### config.mk
export PLATFORM = sky130hd
export DESIGN_NAME = nand_ecc_layout_status
export DESIGN_NICKNAME = d
export VERILOG_FILES = /design/src/hdl/nand_ecc_pkg.sv /design/src/hdl/nand_ecc_layout_status.sv /design/src/hdl/busy_timer.sv
export SDC_FILE = /design/constraint.sdc
export NUM_CORES = 1
export LEC_CHECK = 0
export BUFFER_PORTS_ARGS = -buffer_cell sky130_fd_sc_hd__buf_2
export CELL_PAD_IN_SITES_DETAIL_PLACEMENT = 0
export CELL_PAD_IN_SITES_GLOBAL_PLACEMENT = 1
export CORE_ASPECT_RATIO = 1.75
export CORE_MARGIN = 1.5
export CORE_UTILIZATION = 39
export CTS_BUF_LIST = sky130_fd_sc_hd__clkbuf_4
export CTS_CLUSTER_DIAMETER = 150
export DETAILED_ROUTE_END_ITERATION = 16
export GPL_TIMING_DRIVEN = 0
export PLACE_DENSITY_LB_ADDON = 0.1
export SLEW_MARGIN = 5
export SYNTH_ARGS = -nofsm -noshare
export SYNTH_HDL_FRONTEND = slang
export SYNTH_SLANG_ARGS = --single-unit
### constraint.sdc
create_clock -name ref_clk_i -period 2.4 [get_ports ref_clk_i]
set_clock_uncertainty 0.05 [all_clocks]
set_input_delay 0.48 -clock ref_clk_i [delete_from_list [all_inputs] [get_ports ref_clk_i]]
set_output_delay 0.48 -clock ref_clk_i [all_outputs]
set_load 0.02 [all_outputs]
### src/hdl/nand_ecc_pkg.sv
// Package with page layout, result codes, timings and carriers
package nand_ecc_pkg;

  // ------------------------------------------------------------
  // Page layout
  // ------------------------------------------------------------
  localparam int ADDR_W = 12;
  localparam logic [11:0] MAIN_LAST = 12'h7ff; // Four 200h-byte data areas
  localparam logic [11:0] MAIN_SEG = 12'h200;
  localparam logic [11:0] BAD_MARK_ADDR = 12'h800;
  localparam logic [5:0] SPARE_TAG = 6'h20; // Address bits 11:6 of 800h..83fh
  localparam logic [1:0] QUAD_UNPROT = 2'h0; // Bytes 0..3 of a segment
  localparam logic [1:0] QUAD_META_A = 2'h1; // Bytes 4..7
  localparam logic [1:0] QUAD_META_B = 2'h2; // Bytes 8..11
  localparam logic [1:0] QUAD_PARITY = 2'h3; // Bytes 12..15

  // ------------------------------------------------------------
  // Correction result codes
  // ------------------------------------------------------------
  localparam logic [1:0] ECC_NONE = 2'h0;
  localparam logic [1:0] ECC_FIXED_LOW = 2'h1;
  localparam logic [1:0] ECC_FAILED = 2'h2;
  localparam logic [1:0] ECC_FIXED_MAX = 2'h3;
  localparam logic [4:0] ECC_MAX_FIX = 5'h08; // Largest count still fixed

  // ------------------------------------------------------------
  // Timing
  // ------------------------------------------------------------
  localparam int CLK_MHZ = 100;
  localparam int TMR_W = 20;
  localparam int ARRAY_READ_TIME_US = 120; // Longest
  localparam real PAGE_PROGRAM_TIME_MS = 0.4; // Typical, longest 0.7
  localparam real PAGE_PROGRAM_MAX_MS = 0.7;
  localparam int BLOCK_ERASE_TIME_MS = 3; // Typical, longest 5
  localparam int BLOCK_ERASE_MAX_MS = 5;
  localparam int RESET_TIME_US = 500; // Longest
  localparam int ARRAY_READ_CYC = ARRAY_READ_TIME_US * CLK_MHZ;
  localparam int PAGE_PROGRAM_CYC =
    $rtoi(PAGE_PROGRAM_TIME_MS * 1000.0 * CLK_MHZ);
  localparam int PAGE_PROGRAM_MAX_CYC =
    $rtoi(PAGE_PROGRAM_MAX_MS * 1000.0 * CLK_MHZ);
  localparam int BLOCK_ERASE_CYC = BLOCK_ERASE_TIME_MS * 1000 * CLK_MHZ;
  localparam int BLOCK_ERASE_MAX_CYC = BLOCK_ERASE_MAX_MS * 1000 * CLK_MHZ;
  localparam int RESET_CYC = RESET_TIME_US * CLK_MHZ;

  // ------------------------------------------------------------
  // Types
  // ------------------------------------------------------------
  typedef enum logic [1:0] {
    OP_READ = 2'h0,
    OP_PROG = 2'h1,
    OP_ERASE = 2'h2,
    OP_RESET = 2'h3
  } op_e;

  typedef enum logic [2:0] {
    ST_IDLE = 3'h0,
    ST_READ = 3'h1,
    ST_PROG = 3'h3,
    ST_ERASE = 3'h2,
    ST_RESET = 3'h6
  } state_e;

  typedef enum logic [2:0] {
    RG_MAIN = 3'h0,
    RG_UNPROT = 3'h1,
    RG_BAD_MARK = 3'h2,
    RG_META = 3'h3,
    RG_PARITY = 3'h4,
    RG_OUTSIDE = 3'h5
  } region_e;

  typedef struct packed {
    logic valid;
    op_e op;
  } cmd_s;

  typedef struct packed {
    logic valid;
    logic [4:0] err_bits; // Saturating count of bit errors in the page
  } corr_s;

  typedef struct packed {
    logic valid;
    logic [11:0] addr;
    logic [7:0] data;
  } wr_s;

  // Reset values
  localparam logic [TMR_W-1:0] TMR_RST = 20'h00000;
  localparam wr_s WR_RST = '{valid: 1'b0, addr: 12'h000, data: 8'h00};

endpackage

### src/hdl/nand_ecc_layout_status.sv
// Page ECC layout guard, correction result code and busy sequencer
// Contract
// - Four 512-byte data areas are ECC covered
// - Spare bytes 0..3 unprotected; 800h bad mark
// - Spare bytes 4..11 are covered metadata
// - Spare bytes 12..15 hold generated parity
// - Two-bit code: none, 1-7, failed, 8
// - Array read ends within 120 us, busy
// - Program ends within 0.7 ms, busy
// - Erase ends within 5 ms, busy
// - Code cleared on reset, read start
// - Parity writes dropped while ECC enabled
`timescale 1ns/10ps
module nand_ecc_layout_status #(
  parameter logic [19:0] READ_CYC = 20'(nand_ecc_pkg::ARRAY_READ_CYC),
  parameter logic [19:0] PROG_CYC = 20'(nand_ecc_pkg::PAGE_PROGRAM_CYC),
  parameter logic [19:0] ERASE_CYC = 20'(nand_ecc_pkg::BLOCK_ERASE_CYC),
  parameter logic [19:0] RESET_CYC = 20'(nand_ecc_pkg::RESET_CYC)
) (
  input wire logic ref_clk_i,
  input wire logic reset_i,
  input wire logic ecc_enable_i,
  input nand_ecc_pkg::cmd_s cmd_i,
  input nand_ecc_pkg::corr_s corr_i,
  input nand_ecc_pkg::wr_s host_wr_i,
  output nand_ecc_pkg::wr_s buf_wr_o,
  output nand_ecc_pkg::region_e region_o,
  output logic [1:0] ecc_result_code_o,
  output logic operation_in_progress_flag_o,
  output logic op_done_o
);
  import nand_ecc_pkg::*;

  // ------------------------------------------------------------
  // Helpers
  // ------------------------------------------------------------

  // Place a byte address of the page buffer in the ECC layout
  function automatic region_e classify(input logic [11:0] addr);
    region_e rg;
    rg = RG_OUTSIDE;
    if (addr <= MAIN_LAST) begin
      rg = RG_MAIN;
    end else if (addr[11:6] == SPARE_TAG) begin
      case (addr[3:2])
        QUAD_UNPROT: begin
          rg = (addr == BAD_MARK_ADDR) ? RG_BAD_MARK : RG_UNPROT;
        end
        QUAD_META_A, QUAD_META_B: begin
          rg = RG_META;
        end
        QUAD_PARITY: begin
          rg = RG_PARITY;
        end
        default: begin
          rg = RG_OUTSIDE;
        end
      endcase
    end
    return rg;
  endfunction

  // Map a count of bit errors onto the two-bit result code
  function automatic logic [1:0] code_of(input logic [4:0] bits);
    logic [1:0] c;
    c = ECC_NONE;
    if (bits == 5'h00) begin
      c = ECC_NONE;
    end else if (bits < ECC_MAX_FIX) begin
      c = ECC_FIXED_LOW;
    end else if (bits == ECC_MAX_FIX) begin
      c = ECC_FIXED_MAX;
    end else begin
      c = ECC_FAILED;
    end
    return c;
  endfunction

  // ------------------------------------------------------------
  // State
  // ------------------------------------------------------------
  typedef struct packed {
    state_e state;
    logic busy;
    logic done;
    logic [1:0] ecc_code;
    logic [1:0] pend_code;
    wr_s buf_wr;
    region_e region;
  } top_s;

  top_s st_ff;
  top_s nxt_st;
  logic tmr_load;
  logic [TMR_W-1:0] tmr_val;
  logic tmr_done;
  logic accept;
  logic wr_drop;
  region_e wr_region;

  // Start decode: reset aborts anything, others only when idle
  assign accept = cmd_i.valid &&
                  ((st_ff.state == ST_IDLE) || (cmd_i.op == OP_RESET));
  assign wr_region = classify(host_wr_i.addr);
  assign wr_drop = ecc_enable_i && (wr_region == RG_PARITY);

  // Next state of the sequencer, code and write path
  always_comb begin
    nxt_st = st_ff;
    nxt_st.done = 1'b0;
    tmr_load = 1'b0;
    tmr_val = READ_CYC - 20'h00001;
    // Buffer writes pass one cycle late; with ECC on, parity bytes stay generated
    nxt_st.buf_wr = host_wr_i;
    nxt_st.buf_wr.valid = host_wr_i.valid && !wr_drop;
    if (host_wr_i.valid) begin
      nxt_st.region = wr_region;
    end
    // Latch the decoder verdict of the running read
    if ((st_ff.state == ST_READ) && corr_i.valid && ecc_enable_i) begin
      nxt_st.pend_code = code_of(corr_i.err_bits);
    end
    if (accept) begin
      tmr_load = 1'b1;
      nxt_st.busy = 1'b1;
      case (cmd_i.op)
        OP_READ: begin
          nxt_st.state = ST_READ;
          tmr_val = READ_CYC - 20'h00001;
          nxt_st.ecc_code = ECC_NONE;
          nxt_st.pend_code = ECC_NONE;
        end
        OP_PROG: begin
          nxt_st.state = ST_PROG;
          tmr_val = PROG_CYC - 20'h00001;
        end
        OP_ERASE: begin
          nxt_st.state = ST_ERASE;
          tmr_val = ERASE_CYC - 20'h00001;
        end
        default: begin
          nxt_st.state = ST_RESET;
          tmr_val = RESET_CYC - 20'h00001;
          nxt_st.ecc_code = ECC_NONE;
          nxt_st.pend_code = ECC_NONE;
        end
      endcase
    end else if (tmr_done && st_ff.busy) begin
      // Interval over: drop busy and publish a finished read
      nxt_st.busy = 1'b0;
      nxt_st.done = 1'b1;
      nxt_st.state = ST_IDLE;
      if (st_ff.state == ST_READ) begin
        nxt_st.ecc_code = st_ff.pend_code;
      end
    end
  end

  // State register
  always_ff @(posedge ref_clk_i or posedge reset_i) begin
    if (reset_i) begin
      st_ff <= '{state: ST_IDLE, busy: 1'b0, done: 1'b0,
                 ecc_code: ECC_NONE, pend_code: ECC_NONE,
                 buf_wr: WR_RST, region: RG_MAIN};
    end else begin
      st_ff <= nxt_st;
    end
  end

  // Interval timer for read, program, erase and reset
  busy_timer u_timer (
    .ref_clk_i(ref_clk_i),
    .reset_i(reset_i),
    .load_i(tmr_load),
    .load_val_i(tmr_val),
    .done_o(tmr_done)
  );

  // Outputs straight from the state register
  assign buf_wr_o = st_ff.buf_wr;
  assign region_o = st_ff.region;
  assign ecc_result_code_o = st_ff.ecc_code;
  assign operation_in_progress_flag_o = st_ff.busy;
  assign op_done_o = st_ff.done;

  // ------------------------------------------------------------
  // Checks
  // ------------------------------------------------------------

  // Cycles spent busy in the current operation
  logic [TMR_W-1:0] busy_cnt_ff;
  always_ff @(posedge ref_clk_i or posedge reset_i) begin
    if (reset_i) begin
      busy_cnt_ff <= TMR_RST;
    end else if (accept) begin
      busy_cnt_ff <= TMR_RST;
    end else if (st_ff.busy) begin
      busy_cnt_ff <= busy_cnt_ff + 20'h00001;
    end
  end

  a_main_cover: assert property (
    @(posedge ref_clk_i) disable iff (reset_i)
    host_wr_i.valid && (host_wr_i.addr < 12'h800)
    |=> (region_o == RG_MAIN) && buf_wr_o.valid)
    else $error("main area write not classed as covered");

  a_spare_unprot: assert property (
    @(posedge ref_clk_i) disable iff (reset_i)
    host_wr_i.valid && (host_wr_i.addr[11:6] == 6'h20) &&
    (host_wr_i.addr[3:2] == 2'h0)
    |=> region_o == (($past(host_wr_i.addr) == 12'h800) ?
                     RG_BAD_MARK : RG_UNPROT))
    else $error("spare head bytes misclassified");

  a_meta_cover: assert property (
    @(posedge ref_clk_i) disable iff (reset_i)
    host_wr_i.valid && (host_wr_i.addr[11:6] == 6'h20) &&
    (host_wr_i.addr[3:2] inside {2'h1, 2'h2})
    |=> (region_o == RG_META) && buf_wr_o.valid)
    else $error("metadata bytes not classed as covered");

  a_parity_place: assert property (
    @(posedge ref_clk_i) disable iff (reset_i)
    host_wr_i.valid && (host_wr_i.addr[11:6] == 6'h20) &&
    (host_wr_i.addr[3:2] == 2'h3) |=> region_o == RG_PARITY)
    else $error("parity bytes misplaced");

  a_parity_drop: assert property (
    @(posedge ref_clk_i) disable iff (reset_i)
    host_wr_i.valid && (wr_region == RG_PARITY)
    |=> buf_wr_o.valid == !$past(ecc_enable_i))
    else $error("parity write not gated by ECC enable");

  a_code_eight: assert property (
    @(posedge ref_clk_i) disable iff (reset_i)
    (st_ff.state == ST_READ) && corr_i.valid && ecc_enable_i && !accept &&
    (corr_i.err_bits == 5'h08) ##1 (tmr_done && !accept)
    |=> ecc_result_code_o == 2'h3)
    else $error("eight-bit correction not reported as 11");

  a_code_clear: assert property (
    @(posedge ref_clk_i) disable iff (reset_i)
    accept && (cmd_i.op inside {OP_READ, OP_RESET})
    |=> (ecc_result_code_o == 2'h0) && operation_in_progress_flag_o)
    else $error("result code not cleared at start");

  a_code_hold: assert property (
    @(posedge ref_clk_i) disable iff (reset_i)
    operation_in_progress_flag_o && !tmr_done && !accept
    |=> $stable(ecc_result_code_o))
    else $error("result code moved during an operation");

  a_read_time: assert property (
    @(posedge ref_clk_i) disable iff (reset_i)
    (st_ff.state == ST_READ) |-> busy_cnt_ff < READ_CYC)
    else $error("array read busy too long");

  a_prog_time: assert property (
    @(posedge ref_clk_i) disable iff (reset_i)
    (st_ff.state == ST_PROG) |-> operation_in_progress_flag_o &&
    (busy_cnt_ff < 20'(PAGE_PROGRAM_MAX_CYC)))
    else $error("page program busy too long");

  a_erase_time: assert property (
    @(posedge ref_clk_i) disable iff (reset_i)
    (st_ff.state == ST_ERASE) |-> operation_in_progress_flag_o &&
    (busy_cnt_ff < 20'(BLOCK_ERASE_MAX_CYC)))
    else $error("block erase busy too long");

endmodule

### src/hdl/busy_timer.sv
// Down counter that pulses once when a loaded busy interval runs out
`timescale 1ns/10ps
module busy_timer (
  input wire logic ref_clk_i,
  input wire logic reset_i,
  input wire logic load_i,
  input wire logic [nand_ecc_pkg::TMR_W-1:0] load_val_i,
  output logic done_o
);
  import nand_ecc_pkg::*;

  typedef struct packed {
    logic [TMR_W-1:0] cnt;
    logic done;
  } tmr_s;

  tmr_s st_ff;
  tmr_s nxt_st;

  // Reload on request, otherwise count down to zero
  always_comb begin
    nxt_st = st_ff;
    nxt_st.done = 1'b0;
    if (load_i) begin
      nxt_st.cnt = load_val_i;
    end else if (st_ff.cnt != TMR_RST) begin
      nxt_st.cnt = st_ff.cnt - 20'h00001;
      nxt_st.done = (st_ff.cnt == 20'h00001);
    end
  end

  // State register
  always_ff @(posedge ref_clk_i or posedge reset_i) begin
    if (reset_i) begin
      st_ff <= '{cnt: TMR_RST, done: 1'b0};
    end else begin
      st_ff <= nxt_st;
    end
  end

  assign done_o = st_ff.done;

endmodule

Yosys cells after proc, flatten, opt, wreduce, memory -nomap -nowiden --
Cells that the tools add are included.
Storage, ports and cells: bits in registers 54, latch bits 0, RAM bits 0, ROM bits 0, input port bits 33, output and inout port bits 28, word-level logic and storage cells 68, memories 0
Cells by class: $add $sub $neg 1, multipliers 0, div/mod/pow operators 0, $lt $le $gt $ge 2, equality and inequality tests 13, shift operators 0, mux-type cells 22, bitwise gates (word level) 0, reduce and logical (&&, ||, !) cells 19
Operators with widths (count):
- one-hot mux 19 bit (3 select lines) | 1
- 2-to-1 mux 20 bit | 2
- 2-to-1 mux 21 bit | 1
- == test 20 x 1 -> 1 bit, second input constant | 1
- nonzero test 20 bit | 1
- subtractor 20 x 1 -> 20 bit, second input constant | 1
- one-hot mux 3 bit (3 select lines) | 2
- 2-to-1 mux 2 bit | 7
- == test 12 bit, second input constant | 1
- less-or-equal comparator 12 x 11 -> 1 bit, second input constant | 1
- == test 2 bit, second input constant | 4
- 2-to-1 mux 4 bit | 2
- 2-to-1 mux 7 bit | 1
- == test 6 bit, second input constant | 1
- logical AND 1 bit | 6
- 2-to-1 mux 3 bit | 2
- nonzero test 2 bit | 3
- == test 5 x 4 -> 1 bit, second input constant | 1
- logical NOT 5 bit | 1
- < comparator 5 x 4 -> 1 bit, second input constant | 1
- == test 2 x 1 -> 1 bit, second input constant | 2
- logical NOT 2 bit | 2
- 2-to-1 mux 1 bit | 4
- OR reduction 2 bit | 2
- other kinds (7) | 7

Longest topological paths before layout --
Gate-level depths: netlist of the first run.
word-level depth 9, depth in mapped cells 8, depth with buffers taken out 7

Modules after synthesis --
A second synthesis of the first run with hierarchy kept.
Second synthesis, totals: cells, all modules 273, area, all modules 2836.5 µm²
By module, submodules not included:
- nand_ecc_layout_status | times used 1, cells each 145, area each 1596.5 µm², sequential area each 825.8 µm²
- busy_timer | times used 1, cells each 128, area each 1239.9 µm², sequential area each 525.5 µm²

Least setup slack after synthesis of the first run --
Ideal clock, no wire load.
path kind flip-flop to flip-flop, start reg u_timer.st_ff[1] (netlist name), end reg u_timer.st_ff[17] (netlist name), setup time 78 ps, arrival time 2433 ps, required time 2272 ps, setup slack -161 ps, stages on the path, launching flop included 9, path buffers 1, clock period less this slack 2561 ps, cell sequence dfrtp_1 > inv_1 > ha_1 > or4b_4 > buf_6 > or4_4 > or3_1 > or3_1 > a21oi_1
Between the ends: word-level cells in the longest chain between the ends 3, elaborated cells between the ends (all ways) 5, those cells by class add/sub: 1; mux: 2; reduce/logical: 2
Ends and longest elaborated chain:
- from (decl) | RTL line busy_timer.sv:17 | tmr_s st_ff;
- from (signal assigned) | RTL line busy_timer.sv:35 | st_ff <= '{cnt: TMR_RST, done: 1'b0};
- from (signal assigned) | RTL line busy_timer.sv:37 | st_ff <= nxt_st;
- subtractor 20 x 1 -> 20 bit | RTL line busy_timer.sv:27 | nxt_st.cnt = st_ff.cnt - 20'h00001;
- 2-to-1 mux 21 bit | RTL line busy_timer.sv:26 | end else if (st_ff.cnt != TMR_RST) begin
- 2-to-1 mux 20 bit | RTL line busy_timer.sv:24 | if (load_i) begin
Several ways; a longest one is shown, not always the timed one. The select of a mux whose other input is x is not followed. A chain may end at the register's enable or synchronous reset.

Final worst setup path of the first run --
start reg u_timer.st_ff[7] (netlist name), end reg u_timer.st_ff[17] (netlist name)
The elaborated chain is that of the path after synthesis.

==> results of run 1 <==
state kept, by name, summed over array words and instances, names as in the netlist:
register	flops
ecc_result_code_o	2
buf_wr_o	21
region_o	3
op_done_o	1
operation_in_progress_flag_o	1
st_ff	5
u_timer.done_o	1
u_timer.st_ff	20
repair_timing:
| action | 4_1_cts | 5_1_grt |
|---|---|---|
| endpoints found under the setup margin | 15 | 14 |
| resized for setup | 5 | 13 |
| hold buffers | 1 | 0 |
| pin swaps | 8 | 7 |
| endpoints found under the hold margin | 3 | 0 |
| buffers inserted | 6 | 4 |
worst min-delay path by stage:
stage / from / to / slack (ns) / cells after the start
floorplan: u_timer.done_o / operation_in_progress_flag_o / 0.37 / 1
global placement: u_timer.done_o / operation_in_progress_flag_o / 0.39 / 1
detailed placement: u_timer.done_o / operation_in_progress_flag_o / 0.40 / 1
CTS: host_wr_i[5] / buf_wr_o[5] / 0.12 / 1
global route: host_wr_i[5] / buf_wr_o[5] / 0.09 / 1
finish: host_wr_i[3] / buf_wr_o[3] / 0.13 / 1
routing by layer:
layer / part of all wire / vias up
met5: 0 / -
met4: 0.030 / 0
met3: 0.034 / 10
met2: 0.56 / 47
met1: 0.37 / 993
li1: - / 1002
per-stage QoR:
step | hold slack [ns] | total power [mW]
finish | 0.132 | 2.13
global route | 0.0943 | 2.26
CTS | 0.116 | 2.14
detailed placement | 0.396 | 1.56
global placement | 0.385 | 1.56
floorplan | 0.375 | 1.43
synth_stat cells, drive strengths merged (2+ instances only):
| cell | n | area [µm²] |
|---|---|---|
| nand3b | 2 | 15.0 |
| nand4 | 2 | 12.5 |
| o22ai | 2 | 12.5 |
| a31o | 2 | 17.5 |
| xnor2 | 8 | 70.1 |
| nand2 | 17 | 63.8 |
| nor3 | 10 | 50.1 |
| or3 | 4 | 25.0 |
| o31ai | 5 | 37.5 |
| or4 | 6 | 52.6 |
| xor2 | 4 | 35.0 |
| a21oi | 7 | 35.0 |
| inv | 11 | 41.3 |
| a22o | 2 | 17.5 |
| o21ai | 9 | 45.0 |
| dfrtp | 54 | 1350 |
| buf | 28 | 214 |
| or4b | 3 | 33.8 |
| nor2 | 18 | 67.6 |
| clkbuf | 4 | 15.0 |
| nand3 | 3 | 15.0 |
| o211ai | 3 | 22.5 |
| nand2b | 3 | 18.8 |
| nor2b | 3 | 18.8 |
| nor4 | 8 | 56.3 |
| ha | 11 | 138 |
| and2 | 3 | 18.8 |
kinds of logic after synthesis:
kind of cell,Yosys count,share of synthesized area
muxes,1,0.00429
adders and majority gates,11,0.0525
buffers and inverters,43,0.103
xor gates and xnor gates,12,0.0401
and+or+nand+nor,82,0.171
AOI/OAI and AO/OA,43,0.114
DFF,54,0.515
layout make-up:
type / instances / area [µm²] / share of cell area
Sequential cell: 54 / 1360 / 0.416
Multi-Input combinational cell: 149 / 1050 / 0.322
Timing Repair Buffer: 72 / 405 / 0.124
Tap cell: 82 / 103 / 0.0315
Antenna cell: 1 / 2.50 / 0.000768
Clock buffer: 5 / 37.5 / 0.0115
Inverter: 11 / 41.3 / 0.0127
Clock inverter: 3 / 47.5 / 0.0146
Buffer: 30 / 216 / 0.0665
where the power goes:
group	leakage, nW	total [mW]	switching (mW)	internal, mW
Sequential	0.651	1.12	0.104	1.01
Clock	0.0458	0.532	0.307	0.225
Combinational	0.821	0.481	0.235	0.245
worst max-delay path: stages, from the launching register on:
cell	delay (ns)
dfrtp_2	0.49
or4_4	0.55
or4_4	0.53
or3_1	0.33
or3_1	0.31
a21oi_1	0.12
==> summary.md, run 1 <==
| Metric | Value |
|---|---|
| DIE WIDTH | between 60 and 70 µm |
| CTS tree | built |
| Worst slew pin tran | 0.538 ns |
| Source of the critical timing path | u_timer.st_ff[7] |
| Post-Synthesis Net Count | slightly below 300 |
| WL/cell | approximately 14 µm |
| Sequential area share after synthesis | 0.515 |
| Clock buffer count from CTS | 5 |
| R2r endpoint | u_timer.st_ff[17] |
| Number of global-route vias before repair | 2096 |
| Number of enable flip-flop cells after synthesis | 0 |
| GRT Total Usage | 0.173 |
| Clock insertion delay at the later pin of the skew report | between 0.3 and 0.4 ns |
| Ratio of cells with drive above 1 in the final layout | 0.401 |
| Weighted congestion at the end of routability-driven global placement | 0.774 |
| CP required | 2.67 ns |
| Inst Count DP | 389 |
| Worst relative slew slack | 0.639 |
| Predominant post-synthesis flop cell | dfrtp_1 |
| DRT iter0 DRCs | 75 |
| Setup crit end kind | flip-flop |
| Input/output buffers | 60 |
| Routed Wire Length | between 5000 and 6000 µm |
| Netlist area before placement | about 2600 µm² |
| Number of iterations in the first detailed-routing pass | 6 |
| Most frequent standard cell in the layout excluding fill and tap cells | buf_2 |
| Crit path time final | ~2.4 ns |
| Highest Clock Rate | 411 MHz |
| Cell chosen for the clock root | clkbuf_4 |
| Cell count after synthesis | between 200 and 250 |
| Count of cells along the worst register-to-register path | 5 |
| Setup Total Neg Slack | -0.0323 ns |
| Failing checks | setup timing |
| Netlist cell types | 48 |
| First-pass GRT wire length | ~9700 µm |
| Synth warn | 0 |
| DIE AREA | slightly above 7000 µm² |
| Pwr/cell area | 654 nW/µm² |
| Number of failing hold endpoints at the final stage | 0 |
| Crit Reg-Reg Startpoint | u_timer.st_ff[7] |
| Layer carrying the most global-route usage | met2 |
| Kind of critical path | flip-flop to flip-flop |
| DRC violation count after routing | 0 |
| Met3 Resource Use GR | 0.0283 |
| Number of levels the H-tree was split into | 2 |
| Largest driver fanout on the critical path | 7 |
| MaxCap Viol Count | 0 |
| Static Leak | around 1.5 nW |
| Commonest cells after routing, fill and taps aside | buf_2 (60), dfrtp_1 (50), buf_4 (36) |
| Last element of the critical path | u_timer.st_ff[17] |
| Vias/cell | between 5 and 6 |
| Core utilization of the finished layout | 0.498 |
| Clock Path Buffers | 2 |
| RSZ-0062 raised after global routing | yes |
| HPWL after detailed placement | between 4000 and 5000 µm |
| Maximum number of pins on one net before global-route repair | 38 |
| Standard cell core area | approximately 6500 µm² |
| Met1 track utilization from global routing | 0.182 |
| # rows | 39 |
| Global-route congestion overflow total | 0 |
| Portion of the clock cycle consumed by the worst path in the final layout | 1.01 |
| Result of the run | finished, violations left |
| Area after detailed placement | about 3000 µm² |
| Post-layout net count | between 300 and 400 |
| Maximum VDD drop | ~370 µV |
| Setup violation total in the final timing report | 1 |
| Vias post-DR | 2052 |
| Initial antenna violation count | 1 |
| Floorplan die height | around 110 µm |
| Setup slack, reg-to-reg | -0.03 ns |
| Synthesis-stage register bit count | 54 |
| CP arrival | about 2.7 ns |
| Hold Path Class | primary input to flip-flop |
| Avg Synthesized Cell Area | about 11 µm² |
| Count of fill cells added during filler insertion | between 600 and 700 |
| Slew Viols, Final | 0 |
| Worst slack, placed | -0.234 ns |
| Type of element launching the critical path | flip-flop |
| Met2 GRT Util | 0.318 |
| Area of all placed cells without fillers | 3260 µm² |
| Growth of design area from synthesis to finish | 24.2% |
| Post-synth ARST share | 1.00 |
| CTS clk-pin slew, worst paths | roughly 0.17 ns |
| Finished Layout Cells | slightly above 400 |
| Sink Count | 54 |
| Initial Utilization | 0.401 |
| Final worst-path setup slack | -0.0323 ns |
| Count of pins on the block boundary | between 60 and 70 |
| Number of nets still failing antenna checks after routing | 0 |
No activity file was read; power rests on OpenSTA's default activity.
==> run 2: changes to the inputs <==
Settings changed: SYNTH_HIERARCHICAL set to 1.
==> summary.md, run 2 <==
| Metric | Value |
|---|---|
| Share of Yosys cell area claimed by the top area cell type | 0.476 |
| Cell count after synthesis | between 200 and 300 |
| Post-synth ARST share | 1.00 |
| First-pass GRT wire length | around 9500 µm |
| Vias/cell | between 5 and 6 |
| Routed Wire Length | between 6000 and 7000 µm |
| Sequential area share after synthesis | 0.476 |
| Crit-path max cell delay | roughly 0.53 ns |
| Synthesis-stage register bit count | 54 |
| Initial antenna violation count | 0 |
| Number of failing hold endpoints at the final stage | 0 |
| HPWL after detailed placement | approximately 4700 µm |
| Setup crit end kind | flip-flop |
| Maximum VDD drop | 462 µV |
| Worst slew pin tran | a little under 0.9 ns |
| CTS clk-pin slew, worst paths | 0.16 ns |
| Hold Path Class | primary input to asynchronous set/reset pin |
| Initial Utilization | 0.398 |
| Clock Path Buffers | 2 |
| DRT iter0 DRCs | ~80 |
| Number of enable flip-flop cells after synthesis | 0 |
| Finished Layout Cells | 431 |
| Cell taking the most area after synthesis | dfrtp_1 |
| Sink Count | 54 |
| Ranking of synthesized cells by instance count | dfrtp_1 (54), buf_4 (26), nor2_1 (23), nand2_1 (18), inv_1 (15) |
| Slew Viols, Final | 0 |
| Setup violation total in the final timing report | 0 |
| Maximum number of pins on one net before global-route repair | 34 |
| Netlist cell types | between 50 and 60 |
| Result of the run | completed |
| Last element of the critical path | u_timer/st_ff[10] |
| Count of pins on the block boundary | a little over 60 |
| Number of antenna repair diodes | 0 |
| Floorplan die height | 116 µm |
| Critical path cell sequence | nor4_4 -> nand4_4 -> nor3_4 -> nor2_1 -> a22o_1 |
| Count of cells along the worst register-to-register path | 5 |
| Kind of cell with the highest combined delay on the critical path | simple AND/OR/NAND/NOR gates |
| Portion of the clock cycle consumed by the worst path in the final layout | 0.931 |
| Most common cell in the netlist | dfrtp_1 |
| Stages on the worst setup path | 5 |
| Number of global-route vias before repair | 2067 |
| R2r endpoint | u_timer/st_ff[10] |
| DIE AREA | 7810 µm² |
| DIE WIDTH | 67.5 µm |
| Avg Synthesized Cell Area | 10.4 µm² |
| Number of nets still failing antenna checks after routing | 0 |
| Static Leak | 1.57 nW |
| Synth warn | 6 |
| Growth of design area from synthesis to finish | 17.5% |
| Weighted congestion at the end of routability-driven global placement | 0.798 |
| CP required | about 2.7 ns |
| Global-route congestion overflow total | 0 |
| Hold Buf Count CTS | 0 |
| Clock insertion delay at the later pin of the skew report | a little under 0.4 ns |
| Predominant post-synthesis flop cell | dfrtp_1 |
| Number of levels the H-tree was split into | 2 |
| Crit Reg-Reg Startpoint | u_timer/st_ff[5] |
| Critical path's slowest cell | nor4_4 |
| MaxCap Viol Count | 0 |
| Number of flip-flops under the largest register name | 21 |
| WL/cell | 14.1 µm |
| Most frequent standard cell in the layout excluding fill and tap cells | buf_2 |
| Pwr/cell area | between 600 and 700 nW/µm² |
| Commonest cells after routing, fill and taps aside | buf_2 (61), dfrtp_1 (54), buf_4 (26) |
| Vias post-DR | about 2200 |
| Largest driver fanout on the critical path | 10 |
| Input/output buffers | 60 |
| Worst relative slew slack | 0.421 |
| Highest Clock Rate | ~450 MHz |
| CP arrival | between 2 and 2.5 ns |
| DRC violation count after routing | 0 |
| RSZ-0062 raised after global routing | no |
| GRT Total Usage | 0.165 |
| Cell chosen for the clock root | clkbuf_4 |
| Clock buffer count from CTS | 5 |
| Inst Count DP | around 420 |
| Standard cell core area | 7130 µm² |
| Number of iterations in the first detailed-routing pass | 4 |
| Type of element launching the critical path | flip-flop |
| Source of the critical timing path | u_timer/st_ff[5] |
| CTS tree | built |
| Setup slack, reg-to-reg | roughly 0.17 ns |
| # Post-CTS Setup Buffers | 0 |
| # rows | 41 |
| Netlist area before placement | 2840 µm² |
| Crit path time final | roughly 2.2 ns |
| Post-layout net count | 390 |
| Setup Total Neg Slack | 0 ns |
| Critical path buffers and inverters | 0 |
| Kind of critical path | flip-flop to flip-flop |
| Largest cells by area after synthesis | dfrtp_1 (48%), buf_4 (6.9%), ha_1 (5.7%) |
| Ratio of cells with drive above 1 in the final layout | 0.316 |
==> run 2: timing repair <==
action                     CTS  global route
pin swaps                    0             1
gates resized for setup      1             3
hold endpoints to repair     0             0
setup endpoints to repair    8            13
==> run 2: where the power goes <==
group	switching (mW)	internal [mW]	leakage [nW]	total, mW
Sequential	0.139	1.03	0.647	1.17
Clock	0.296	0.110	0.0303	0.406
Combinational	0.293	0.269	0.892	0.562
==> run 2: final cells by class <==
cell class | instances | area (µm²)
fill | 727 | 3800
sequential | 54 | 1350
multi-input combinational | 177 | 1250
timing repair buffer | 60 | 300
buffer | 30 | 211
tap | 86 | 108
inverter | 16 | 60.1
clock buffer | 5 | 37.5
clock inverter | 3 | 16.3
==> run 2: cell families (layout without fill, tap and decap cells) <==
group,after synthesis,after routing,share of synthesized area
other,2,7,0.00265
XOR/XNOR,16,16,0.0494
multiplexers,5,5,0.0194
AO/OA/AOI/OAI,45,45,0.112
flip-flops,54,54,0.476
adder cells (fa/ha/maj),13,13,0.0573
AND/OR/NAND/NOR,91,91,0.185
buffers and inverters,47,114,0.0970
==> run 2: per-layer routing <==
metal / vias to the layer above / track usage / wire, µm
li1: 1063 / - / -
met1: 1035 / 0.173 / 2310
met2: 50 / 0.303 / 3310
met3: 8 / 0.0379 / 293
met4: 0 / 0.0707 / 160
met5: - / 0 / 0
==> run 2: through the flow <==
step / power (mW) / hold WS [ns] / setup WS (ns) / util / area [µm²]
after floorplan: 1.59 / 0.404 / 0.234 / - / 2860
after global placement: 1.74 / 0.427 / -0.542 / 0.458 / 3260
after global routing: 2.28 / 0.101 / 0.0148 / 0.467 / 3330
after detailed placement: 1.75 / 0.453 / -0.527 / 0.458 / 3260
after CTS: 2.16 / 0.121 / 0.0143 / 0.465 / 3320
final: 2.14 / 0.111 / 0.166 / 0.467 / 3330
==> run 2: worst min path at each step <==
| stage | startpoint | endpoint | depth (start not counted) |
|---|---|---|---|
| final | reset_i | buf_wr_o[12] | 2 |
| after global placement | u_timer/done_o | operation_in_progress_flag_o | 1 |
| after CTS | host_wr_i[1] | buf_wr_o[1] | 1 |
| after floorplan | u_timer/done_o | operation_in_progress_flag_o | 1 |
| after global routing | host_wr_i[1] | buf_wr_o[1] | 1 |
| after detailed placement | u_timer/done_o | operation_in_progress_flag_o | 1 |
